`src/verilog/cst_regs.svh`:
```
// constants of the processor state and trap control block
// What this block does
// - thirty-two 32-bit registers reset to zero; register zero reads zero, writes dropped
// - program counter holds next fetch address, resets zero, readable, never written by special move
// - status read returns carry copy in bit 0; writes to bit 0 ignored
// - status write by special move takes effect one cycle after execution
// - status bits 24..31 hold cache, divide, link, break, carry, interrupt, lock flags
// - divide-by-zero flag set when a division by zero occurs
// - stream-link error flag set on get/put type mismatch
// - carry reads one for carry or no borrow, zero for borrow
// - bus lock drives only the data-side peripheral bus lock
// - fetch, decode, execute stages of one cycle each, running in parallel
// - taken plain branch flushes fetch and decode stages, two cycles penalty
// - taken delayed branch discards only fetch stage; decode instruction completes
// - accesses are byte, halfword or word with low address bits forced zero
// - big-endian ordering, most significant byte at lowest address
// - reset or debug reset restores counter and status, fetch starts at zero
// - hardware break abandons instruction, saves address in register 16, jumps 0x18
// - taking a hardware break sets break-in-progress
// - maskable break ignored during break-in-progress; non-maskable break always taken
// - interrupt skips instruction, saves address in register 14, jumps 0x10, clears enable
// - no interrupts during break-in-progress; breaks taken even with interrupts disabled
// - interrupt entry latency one cycle normally to first handler fetch
// - exception skips instruction, saves address in register 17, jumps 0x08
// - return from interrupt loads register plus immediate and sets interrupt enable
// - return from break loads register plus immediate and clears break-in-progress
`ifndef CST_REGS_SVH
`define CST_REGS_SVH
`define CST_RESET_PC     32'h0000_0000
`define CST_RESET_WORD   32'h0000_0000
`define CST_VEC_EXC      32'h0000_0008
`define CST_VEC_IRQ      32'h0000_0010
`define CST_VEC_BRK      32'h0000_0018
`define CST_REG_IRQ      5'h0e
`define CST_REG_BRK      5'h10
`define CST_REG_EXC      5'h11
`define CST_MSW_CC       0
`define CST_MSW_DCE      24
`define CST_MSW_DZ       25
`define CST_MSW_ICE      26
`define CST_MSW_FSL      27
`define CST_MSW_BIP      28
`define CST_MSW_C        29
`define CST_MSW_IE       30
`define CST_MSW_BE       31
`define CST_MSW_RESET    8'h00
`define CST_SEL_PC       1'b0
`define CST_SEL_MSW      1'b1
`endif

```
`src/verilog/cst_pkg.sv`:
```
// types of the processor state and trap control block
package cst_pkg;
  typedef enum logic [1:0] {
    CST_SZ_BYTE = 2'h0,
    CST_SZ_HALF = 2'h1,
    CST_SZ_WORD = 2'h2
  } cst_size_t;
  typedef enum logic [4:0] {
    CST_EV_NONE  = 5'h00,
    CST_EV_NMBRK = 5'h01,
    CST_EV_BRK   = 5'h02,
    CST_EV_EXC   = 5'h04,
    CST_EV_IRQ   = 5'h08,
    CST_EV_RET   = 5'h10
  } cst_event_t;
  typedef enum logic [2:0] {
    CST_RT_NONE = 3'h1,
    CST_RT_IRQ  = 3'h2,
    CST_RT_BRK  = 3'h4
  } cst_ret_t;
endpackage

```
`src/verilog/cst_regfile.sv`:
```
// general register file, registered read ports
`timescale 1ns/1ps
`default_nettype none
module cst_regfile
  import cst_pkg::*;
#(
  parameter int DEPTH = 32,
  parameter int WIDTH = 32
) (
  // clock and reset
  input  wire logic             ref_clk,
  input  wire logic             srst,
  // write port
  input  wire logic             wrEn,
  input  wire logic [4:0]       wrAddr,
  input  wire logic [WIDTH-1:0] wrData,
  // read ports
  input  wire logic [4:0]       rdAddrA,
  input  wire logic [4:0]       rdAddrB,
  output var  logic [WIDTH-1:0] rdDataA,
  output var  logic [WIDTH-1:0] rdDataB
);
  logic [WIDTH-1:0] mem_q [DEPTH];

  // -------------------------------------------------------
  // storage
  // -------------------------------------------------------
  always_ff @(posedge ref_clk)
  begin
    if (srst)
    begin
      for (int i = 0; i < DEPTH; i++)
        mem_q[i] <= '0;
    end
    else if (wrEn && wrAddr != 5'h00)
      mem_q[wrAddr] <= wrData;
  end

  // -------------------------------------------------------
  // registered reads, zero register forced
  // -------------------------------------------------------
  always_ff @(posedge ref_clk)
  begin
    if (srst)
    begin
      rdDataA <= '0;
      rdDataB <= '0;
    end
    else
    begin
      rdDataA <= (rdAddrA == 5'h00) ? '0 : mem_q[rdAddrA];
      rdDataB <= (rdAddrB == 5'h00) ? '0 : mem_q[rdAddrB];
    end
  end
endmodule // cst_regfile
`default_nettype wire

```
`src/verilog/cst_core_ctrl.sv`:
```
// processor architectural state, pipeline flow and trap entry
`include "cst_regs.svh"
`timescale 1ns/1ps
`default_nettype none
module cst_core_ctrl
  import cst_pkg::*;
(
  // clock and reset
  input  wire logic        ref_clk,
  input  wire logic        srst,
  input  wire logic        debugRst,
  // instruction fetch
  output logic [31:0]      instrAddr,
  output logic             instrReq,
  input  wire logic        instrReady,
  input  wire logic [31:0] instrData,
  // execute-stage control from the decoder
  input  wire logic        exValid,
  input  wire logic        branchTaken,
  input  wire logic        branchDelayed,
  input  wire logic [31:0] branchTarget,
  input  wire logic        retValid,
  input  wire cst_ret_t    retKind,
  input  wire logic [4:0]  retReg,
  input  wire logic [15:0] retImm,
  input  wire logic        moveToSpecial,
  input  wire logic        moveFromSpecial,
  input  wire logic        specialSel,
  input  wire logic [4:0]  srcReg,
  input  wire logic        wbEn,
  input  wire logic [4:0]  wbReg,
  input  wire logic [31:0] wbData,
  input  wire logic        carryValid,
  input  wire logic        carryIn,
  input  wire logic        divByZero,
  input  wire logic        linkTypeError,
  // data memory access
  input  wire logic        memReq,
  input  wire logic        memWrite,
  input  wire cst_size_t   memSize,
  input  wire logic [31:0] memAddrIn,
  input  wire logic [31:0] memStoreIn,
  output logic [31:0]      dataAddr,
  output logic [31:0]      dataWrData,
  output logic [3:0]       dataByteEn,
  output logic             dataReq,
  output logic             dataWe,
  output logic             dataPeriphLock,
  // events
  input  wire logic        interruptIn,
  input  wire logic        externalBreakInput,
  input  wire logic        external_nonmaskable_break_input,
  input  wire logic        exceptionIn,
  // state visible to the decoder
  output logic [31:0]      specialRdData,
  output logic [31:0]      regRdData,
  output logic [31:0]      decodeInstr,
  output logic             decodeValid,
  output logic             dataCacheEn,
  output logic             instrCacheEn,
  output cst_event_t       trapTaken
);
  logic [31:0] pc_q;
  logic [31:0] pc_d;
  logic [7:0]  msw_q;
  logic [31:0] mswPend_q;
  logic        mswPendV_q;
  logic [31:0] fetchPc_q;
  logic        fetchValid_q;
  logic [31:0] decPc_q;
  logic        decValid_q;
  logic [31:0] exPc_q;
  logic        rstAny;
  logic        takeNm;
  logic        takeBrk;
  logic        takeExc;
  logic        takeIrq;
  logic        trapAny;
  logic [31:0] trapVec;
  logic [4:0]  trapReg;
  logic        rfWe;
  logic [4:0]  rfWa;
  logic [31:0] rfWd;
  logic [31:0] rdA;
  logic [31:0] rdB;
  logic [31:0] retBase;
  logic [31:0] retAddr;
  logic [31:0] mswView;

  assign rstAny = srst | debugRst;

  // -------------------------------------------------------
  // helpers
  // -------------------------------------------------------
  function automatic logic [31:0] sext16(input logic [15:0] v);
    return {{16{v[15]}}, v};
  endfunction

  function automatic logic [31:0] alignAddr(input logic [31:0] a,
                                            input cst_size_t   s);
    unique case (s)
      CST_SZ_HALF: return {a[31:1], 1'b0};
      CST_SZ_WORD: return {a[31:2], 2'b00};
      default:     return a;
    endcase
  endfunction

  // byte enables, lane 3 is the lowest address
  function automatic logic [3:0] laneMask(input logic [1:0] a,
                                          input cst_size_t  s);
    unique case (s)
      CST_SZ_HALF: return a[1] ? 4'h3 : 4'hc;
      CST_SZ_WORD: return 4'hf;
      default:     return 4'h8 >> a;
    endcase
  endfunction

  // -------------------------------------------------------
  // event priority
  // -------------------------------------------------------
  wire break_in_progress_flag = msw_q[`CST_MSW_BIP - 24];
  wire ie  = msw_q[`CST_MSW_IE - 24];

  always_comb
  begin
    takeNm  = external_nonmaskable_break_input;
    takeBrk = !takeNm && externalBreakInput && !break_in_progress_flag;
    takeExc = !takeNm && !takeBrk && exceptionIn;
    takeIrq = !takeNm && !takeBrk && !takeExc && interruptIn
              && ie && !break_in_progress_flag;
    trapAny = decValid_q && (takeNm | takeBrk | takeExc | takeIrq);
    trapVec = (takeNm | takeBrk) ? `CST_VEC_BRK :
              takeExc ? `CST_VEC_EXC : `CST_VEC_IRQ;
    trapReg = (takeNm | takeBrk) ? `CST_REG_BRK :
              takeExc ? `CST_REG_EXC : `CST_REG_IRQ;
  end

  // -------------------------------------------------------
  // register file, trap return address written on entry
  // -------------------------------------------------------
  always_comb
  begin
    rfWe = wbEn;
    rfWa = wbReg;
    rfWd = wbData;
    if (trapAny)
    begin
      rfWe = 1'b1;
      rfWa = trapReg;
      rfWd = decPc_q; // abandoned instruction's address
    end
    else if (moveFromSpecial && exValid)
    begin
      rfWe = wbReg != 5'h00;
      rfWd = specialSel ? mswView : exPc_q;
    end
  end

  cst_regfile #(
    .DEPTH(32),
    .WIDTH(32)
  ) u_regs (
    .ref_clk (ref_clk),
    .srst    (rstAny),
    .wrEn    (rfWe),
    .wrAddr  (rfWa),
    .wrData  (rfWd),
    .rdAddrA (retValid ? retReg : srcReg),
    .rdAddrB (srcReg),
    .rdDataA (rdA),
    .rdDataB (rdB)
  );

  assign retBase = rdA;
  assign retAddr = retBase + sext16(retImm);

  // -------------------------------------------------------
  // status word view: carry copied into bit 0
  // -------------------------------------------------------
  always_comb
  begin
    mswView = {msw_q, 23'h0, msw_q[`CST_MSW_C - 24]};
  end

  // -------------------------------------------------------
  // status word
  // -------------------------------------------------------
  always_ff @(posedge ref_clk)
  begin
    if (rstAny)
    begin
      msw_q      <= `CST_MSW_RESET;
      mswPendV_q <= 1'b0;
      mswPend_q  <= `CST_RESET_WORD;
    end
    else
    begin
      mswPendV_q <= exValid && moveToSpecial && specialSel == `CST_SEL_MSW;
      mswPend_q  <= rdB;
      if (mswPendV_q)
        msw_q <= mswPend_q[31:24];
      if (carryValid && exValid)
        msw_q[`CST_MSW_C - 24] <= carryIn;
      if (divByZero)
        msw_q[`CST_MSW_DZ - 24] <= 1'b1;
      if (linkTypeError)
        msw_q[`CST_MSW_FSL - 24] <= 1'b1;
      if (retValid && exValid && retKind == CST_RT_IRQ)
        msw_q[`CST_MSW_IE - 24] <= 1'b1;
      if (retValid && exValid && retKind == CST_RT_BRK)
        msw_q[`CST_MSW_BIP - 24] <= 1'b0;
      if (trapAny && takeIrq)
        msw_q[`CST_MSW_IE - 24] <= 1'b0;
      if (trapAny && (takeNm | takeBrk))
        msw_q[`CST_MSW_BIP - 24] <= 1'b1;
    end
  end

  // -------------------------------------------------------
  // program counter and fetch
  // -------------------------------------------------------
  always_comb
  begin
    pc_d = pc_q;
    if (trapAny)
      pc_d = trapVec;
    else if (exValid && retValid)
      pc_d = retAddr;
    else if (exValid && branchTaken)
      pc_d = branchTarget;
    else if (instrReady)
      pc_d = pc_q + 32'h4;
  end

  always_ff @(posedge ref_clk)
  begin
    if (rstAny)
      pc_q <= `CST_RESET_PC;
    else
      pc_q <= pc_d;
  end

  wire redirect = trapAny | (exValid & (retValid | branchTaken));
  wire keepDec  = !trapAny && exValid && !retValid && branchTaken
                  && branchDelayed;

  // -------------------------------------------------------
  // pipeline stages
  // -------------------------------------------------------
  always_ff @(posedge ref_clk)
  begin
    if (rstAny)
    begin
      fetchValid_q <= 1'b0;
      fetchPc_q    <= `CST_RESET_PC;
      decValid_q   <= 1'b0;
      decPc_q      <= `CST_RESET_PC;
      exPc_q       <= `CST_RESET_PC;
      decodeInstr  <= `CST_RESET_WORD;
    end
    else
    begin
      fetchValid_q <= instrReady && !redirect;
      fetchPc_q    <= pc_q;
      if (instrReady)
        decodeInstr <= instrData;
      if (redirect && !keepDec)
        decValid_q <= 1'b0;
      else
        decValid_q <= fetchValid_q;
      decPc_q <= fetchPc_q;
      exPc_q  <= decPc_q;
    end
  end

  // -------------------------------------------------------
  // outputs
  // -------------------------------------------------------
  always_ff @(posedge ref_clk)
  begin
    if (rstAny)
    begin
      instrAddr      <= `CST_RESET_PC;
      instrReq       <= 1'b0;
      decodeValid    <= 1'b0;
      specialRdData  <= `CST_RESET_WORD;
      regRdData      <= `CST_RESET_WORD;
      dataCacheEn    <= 1'b0;
      instrCacheEn   <= 1'b0;
      trapTaken      <= CST_EV_NONE;
    end
    else
    begin
      instrAddr     <= pc_d;
      instrReq      <= 1'b1;
      decodeValid   <= decValid_q;
      specialRdData <= specialSel ? mswView : pc_q;
      regRdData     <= rdB;
      dataCacheEn   <= msw_q[`CST_MSW_DCE - 24];
      instrCacheEn  <= msw_q[`CST_MSW_ICE - 24];
      trapTaken     <= !trapAny ? CST_EV_NONE :
                       takeNm  ? CST_EV_NMBRK :
                       takeBrk ? CST_EV_BRK :
                       takeExc ? CST_EV_EXC : CST_EV_IRQ;
    end
  end

  always_ff @(posedge ref_clk)
  begin
    if (rstAny)
    begin
      dataAddr       <= `CST_RESET_WORD;
      dataWrData     <= `CST_RESET_WORD;
      dataByteEn     <= 4'h0;
      dataReq        <= 1'b0;
      dataWe         <= 1'b0;
      dataPeriphLock <= 1'b0;
    end
    else
    begin
      dataReq    <= memReq && !trapAny;
      dataWe     <= memReq && memWrite && !trapAny;
      dataAddr   <= alignAddr(memAddrIn, memSize);
      dataByteEn <= laneMask(memAddrIn[1:0], memSize);
      unique case (memSize)
        CST_SZ_BYTE: dataWrData <= {4{memStoreIn[7:0]}};
        CST_SZ_HALF: dataWrData <= {2{memStoreIn[15:0]}};
        default:     dataWrData <= memStoreIn;
      endcase
      dataPeriphLock <= memReq && msw_q[`CST_MSW_BE - 24];
    end
  end
endmodule // cst_core_ctrl
`default_nettype wire

```
`config.mk`:
```
export PLATFORM = sky130hd
export DESIGN_NAME = cst_core_ctrl
export DESIGN_NICKNAME = d
export VERILOG_FILES = /design/src/verilog/cst_pkg.sv /design/src/verilog/cst_regfile.sv /design/src/verilog/cst_core_ctrl.sv
export VERILOG_INCLUDE_DIRS = /design/src /design/src/verilog
export SDC_FILE = /design/constraint.sdc
export NUM_CORES = 2
export LEC_CHECK = 0
export BUFFER_PORTS_ARGS = -buffer_cell sky130_fd_sc_hd__buf_2
export CORE_MARGIN = 2
export CORE_UTILIZATION = 36
export CTS_CLUSTER_DIAMETER = 80
export CTS_CLUSTER_SIZE = 8
export DETAILED_ROUTE_END_ITERATION = 10
export SETUP_SLACK_MARGIN = 0.02
export SYNTH_ARGS = -nofsm -noshare
export SYNTH_HDL_FRONTEND = slang
export SYNTH_SLANG_ARGS = --single-unit
```
`constraint.sdc`:
```
create_clock -name ref_clk -period 3.3 [get_ports ref_clk]
set_clock_uncertainty 0.15 [all_clocks]
set_input_delay 0.33 -clock ref_clk [delete_from_list [all_inputs] [get_ports ref_clk]]
set_output_delay 0.33 -clock ref_clk [all_outputs]
set_load 0.1 [all_outputs]
```
After elaboration in Yosys (flattened, before gate mapping)
Memory sizes are Yosys's and may differ from the RTL's. A register that Yosys moved wholly into a read port is not among the register bits.
Cells that the tools add are included.
Storage, ports and cells
  register bits: 314
  memory bits (writable): 1024
  bits of input ports: 218
  output and inout bits: 208
  logic and storage cells: 143
  memories kept: 1
Memories
  u_regs.mem_q: words 32, bits a word 32, read ports 2, clocked after Yosys merged registers in 2, write ports 32, line cst_regfile.sv:23  | logic [WIDTH-1:0] mem_q [DEPTH];
Cells by class
  add/sub/neg operators: 2
  equality and inequality tests: 4
  shift-type cells: 1
  muxes and demuxes: 39
  bitwise gates (word level): 8
  reductions and logical operators: 58
Operators with widths (count)
  32-bit two-way mux: 9
  32-bit one-hot mux with 2 select lines: 1
  5-bit two-way mux: 7
  32-bit by 3-bit adder with 32-bit output (second input constant): 1
  32-bit adder: 1
  32-bit OR reduction: 1
  1-bit logical AND: 30
  1-bit two-way mux: 16
  2-bit OR reduction: 6
  5-bit logical NOT: 2
  5-bit nonzero test: 2
  1-bit logical NOT: 8
  4-bit two-way mux: 2
  4-bit one-hot mux with 2 select lines: 1
  2-bit nonzero test: 4
  7-bit two-way mux: 1
  1-bit OR: 6
  2-bit one-hot mux with 2 select lines: 1
  4-bit nonzero test: 1
  4-bit OR reduction: 1
  4-bit by 2-bit >> shifter with 4-bit output (first input constant): 1
  3-bit by 2-bit == test with 1-bit output (second input constant): 1
  3-bit == test (second input constant): 1
  3-bit nonzero test: 1
  other kinds (7): 7

Logic depth before layout (Yosys ltp)
  word-level depth: 21
  gate-level depth with buffers: 11

Modules after synthesis
Synthesis repeated with hierarchy kept, for this count alone.
Unflattened totals
  cell total of the unflattened synthesis: 5039
  area total of the unflattened synthesis: 68668.4 µm²
By module, submodules not included
  cst_regfile: instances 1, cells each 3598, area an instance 55618.3 µm², seq. area each 32030.7 µm²
  cst_core_ctrl: instances 1, cells each 1441, area an instance 13050.0 µm², seq. area each 6286.0 µm²

Worst setup path before layout
OpenSTA, ideal clock, no wires.
  kind: input to register
  start: in externalBreakInput
  end: mem u_regs.mem_q[11][0] (enable)
  setup time: 0.389 ns
  arrival time: 2.735 ns
  required time: 2.761 ns
  path slack: 0.025 ns
  stages: 7
  buffers on the path: 1
  cells stage by stage: nor2b_1 > o31ai_1 > nand2_1 > nor4b_1 > nand2_1 > clkbuf_1 > nand2_1
RTL lines
  start, declared: line cst_core_ctrl.sv:51  | input wire logic externalBreakInput,
  end, declared: line cst_regfile.sv:23

Worst setup path after layout
  start: reg u_regs.rdDataA[0], read port of u_regs.mem_q
  end: reg instrAddr[31]
On the way
  longest elaborated chain between the ends: 3
RTL lines
  start, declared: line cst_regfile.sv:20  | output var logic [WIDTH-1:0] rdDataA,
  32-bit adder: line cst_core_ctrl.sv:175  | assign retAddr = retBase + sext16(retImm);
  32-bit two-way mux: line cst_core_ctrl.sv:227  | else if (exValid && retValid)
  32-bit two-way mux: line cst_core_ctrl.sv:225  | if (trapAny)
  end signal, assigned: line cst_core_ctrl.sv:283  | instrAddr <= `CST_RESET_PC;
  end signal, assigned: line cst_core_ctrl.sv:294  | instrAddr <= pc_d;
  end, declared: line cst_core_ctrl.sv:13  | output logic [31:0] instrAddr,
No other way between the ends.
A chain may end at the register's enable or synchronous reset.

==> results.toml <==
[status]
status = "complete, no violations"

[worst_setup_path]
cp.arrival_ps = 3720
crit_type = "flip-flop to flip-flop"
rr_worst_depth = 11
critPathRequiredTime_ps = 3860
critPathMaxFanout = 4
worstSetupEndpointType = "flip-flop"
critPathLaunchType = "flip-flop"

[clock_tree]
cts_tree = "done"
cts_buffer_depth = 3
insertion_delay_ps = 840
cts.sinks = 1402
cts_setup_buffers = 0
htreeDepth = 4
clk_pin_slew_ps = 50
root_buffer = "clkbuf_16"
numCtsBuffers = 194

[flow_run]
maxCapViolCount = 0

[yosys]
synthDistinctLibCells = 69
synth_compound_area_frac = 0.0876
synthSimpleGateAreaFrac = 0.155
synth_xor_area_frac = 0.00630
ys.flop_type = "edfxtp_1"
ys_warn_count = 0
synth_mux_area_frac = 0.137
ys_seq_area_frac = 0.574
synth_edf_count = 1024
synth_top_family_by_area = "simple AND/OR/NAND/NOR gates"
yosys.area_share.adder = 0.00686
async_flop_share = 0
syn_area_per_cell_sq_um = 11.1
syn_inst = 5989
ys_ff_latch = 1402
syn-cell-area_sq_mm = 0.0668

[cells_and_area]
final_common_cell = "nor2_1"
nets = 6923
drive_above_1_share = 0.216
area_growth_pct = 24.1
fillers = 16600
largest_reg_flops = 1024
fin_area_sq_mm = 0.0828
layout_common_cells = "nor2_1 (1211), edfxtp_1 (1024), nand2_1 (615), buf_2 (419), dfxtp_1 (377)"
fin_util = 0.448
regMostFlops = "u_regs.mem_q"

[hold_path]
hold_path_depth = 6
min_path_type = "input pin to flip-flop"

[sta]
finalHoldViolCount = 0
max_freq_mhz = 316
rsz0062_at_grt = "false"
final_max_slew_viol_count = 0
finalCritPeriodShare = 0.958
tightest_slew_ps = 841
max_slew_margin = 0.439
finalSetupViolCount = 0
post-route-min-period_ps = 3160

[global_routing]
antenna_found_initial = 12
grt_overflow = 0
grt_max_degree = 86
grt_pass1_vias = 52800
grtUsageTotal = 0.264
grt_first_pass_wirelength_microns = 362000

[place]
portBuffers = 424
placed_cell_area_sq_mm = 0.0755
routabilityCongestion = 0.917
dpl.hpwl_microns = 164000

[power]
ir_drop_v = 0.000393
p_total_mw = 44.8
p_per_area_mw_per_mm2 = 541
p_leak_nw = 32.2

[route]
post-route-drc-count = 0
top_layer = "met5"
viasPerCell = 5.84
drt_wl_total_microns = 255000
ant_nets = 0
met2_wirelength_microns = 115000
met3WireLength_microns = 28400
firstDrtPassIters = 6
m1WireLength_microns = 92700
wl_per_cell_microns = 27.5
via_count = 54000
first_iter_violations = 7041

[die]
rows = 158
die_w_microns = 435
die-area_sq_mm = 0.189
die_h_microns = 435
start_util = 0.361
top_level_ports = 426
coreArea_sq_mm = 0.185
==> synthesized netlist by cell type, types with 60 or more instances <==
cell / count / area share
nand3_1: 151 / 0.011
and3_1: 112 / 0.010
mux4_2: 256 / 0.086
dfxtp_1: 378 / 0.11
nor2_1: 1212 / 0.068
edfxtp_1: 1024 / 0.46
a311oi_1: 67 / 0.0088
o211ai_1: 70 / 0.0079
clkbuf_1: 411 / 0.023
o21ai_0: 98 / 0.0073
nand2_1: 662 / 0.037
and2_1: 165 / 0.015
a31oi_1: 72 / 0.0067
a22oi_1: 68 / 0.0076
o221ai_1: 68 / 0.0089
a21oi_1: 305 / 0.023
mux2_2: 68 / 0.011
buf_1: 60 / 0.0034
buf_2: 75 / 0.0056
mux2i_1: 259 / 0.039
o22ai_1: 77 / 0.0072
==> worst max-delay path, stage by stage, from the launching register on <==
cell	delay, ps
dfxtp_1	300
ha_1	250
buf_4	170
a211oi_2	230
nor3_1	100
o41a_1	450
a21bo_2	240
a31o_1	270
a221o_1	360
o31ai_4	200
mux2i_1	250
a22oi_2	70
==> final timing paths <==
| kind | slack, ps | startpoint | to |
|---|---|---|---|
| setup / recovery | 140 | u_regs.rdDataA[0] | instrAddr[31] |
| hold / removal | 30 | wbData[7] | u_regs.mem_q[24][7] |
| setup reg to reg | 140 | u_regs.rdDataA[0] | instrAddr[31] |
| hold reg to reg | 250 | fetchPc_q[8] | decPc_q[8] |
==> what timing repair did <==
item	CTS	global route
endpoints found under the hold margin	164	0
hold buffers	183	0
resized for setup	0	6
endpoints found under the setup margin	0	20
==> report_power, final <==
part / internal (mW) / switching (mW) / total (mW)
Combinational: 2.24 / 4.05 / 6.29
Clock: 10.9 / 7.66 / 18.6
Sequential: 19.6 / 0.382 / 19.9
Total: 32.7 / 12.1 / 44.8
==> kinds of logic (layout without fill, tap and decap cells) <==
family          count (synthesis)  in the layout
mux                           583            583
flops                        1402           1402
simple gates                 2431           2431
other cells                     1             37
buf+inv                       579           1326
compound gates                909            909
fa+ha+maj                      36             36
xor+xnor                       48             48
==> metal layers <==
metal	vias to the layer above	GRT usage
met5	-	0
li1	23000	-
met3	755	0.0568
met4	8	0.171
met1	26700	0.328
met2	3558	0.416
==> layout make-up <==
class,instances,area (sq um),area share
multi-input cells,4040,26700,0.323
clock inverters,18,307,0.00370
flip-flops and latches,1402,38300,0.463
inverters,31,121,0.00146
diodes,4,10.0,0.000121
well taps,2480,3100,0.0375
repair buffers,1000,9070,0.109
clock buffers,277,5190,0.0626
==> through the flow <==
stage | setup slack [ps] | cells | TNS [ps] | hold slack (ps)
2_1_floorplan | 25.1 | 6021 | 0 | 256
3_3_place_gp | -160 | 8770 | -696 | 258
3_5_place_dp | -111 | 8770 | -465 | 261
4_1_cts | 55.5 | 9248 | 0 | 0.449
5_1_grt | 28.9 | 9250 | 0 | 37.0
6_report | 138 | 9252 | 0 | 32.2
(Power assumes the default switching activity.)
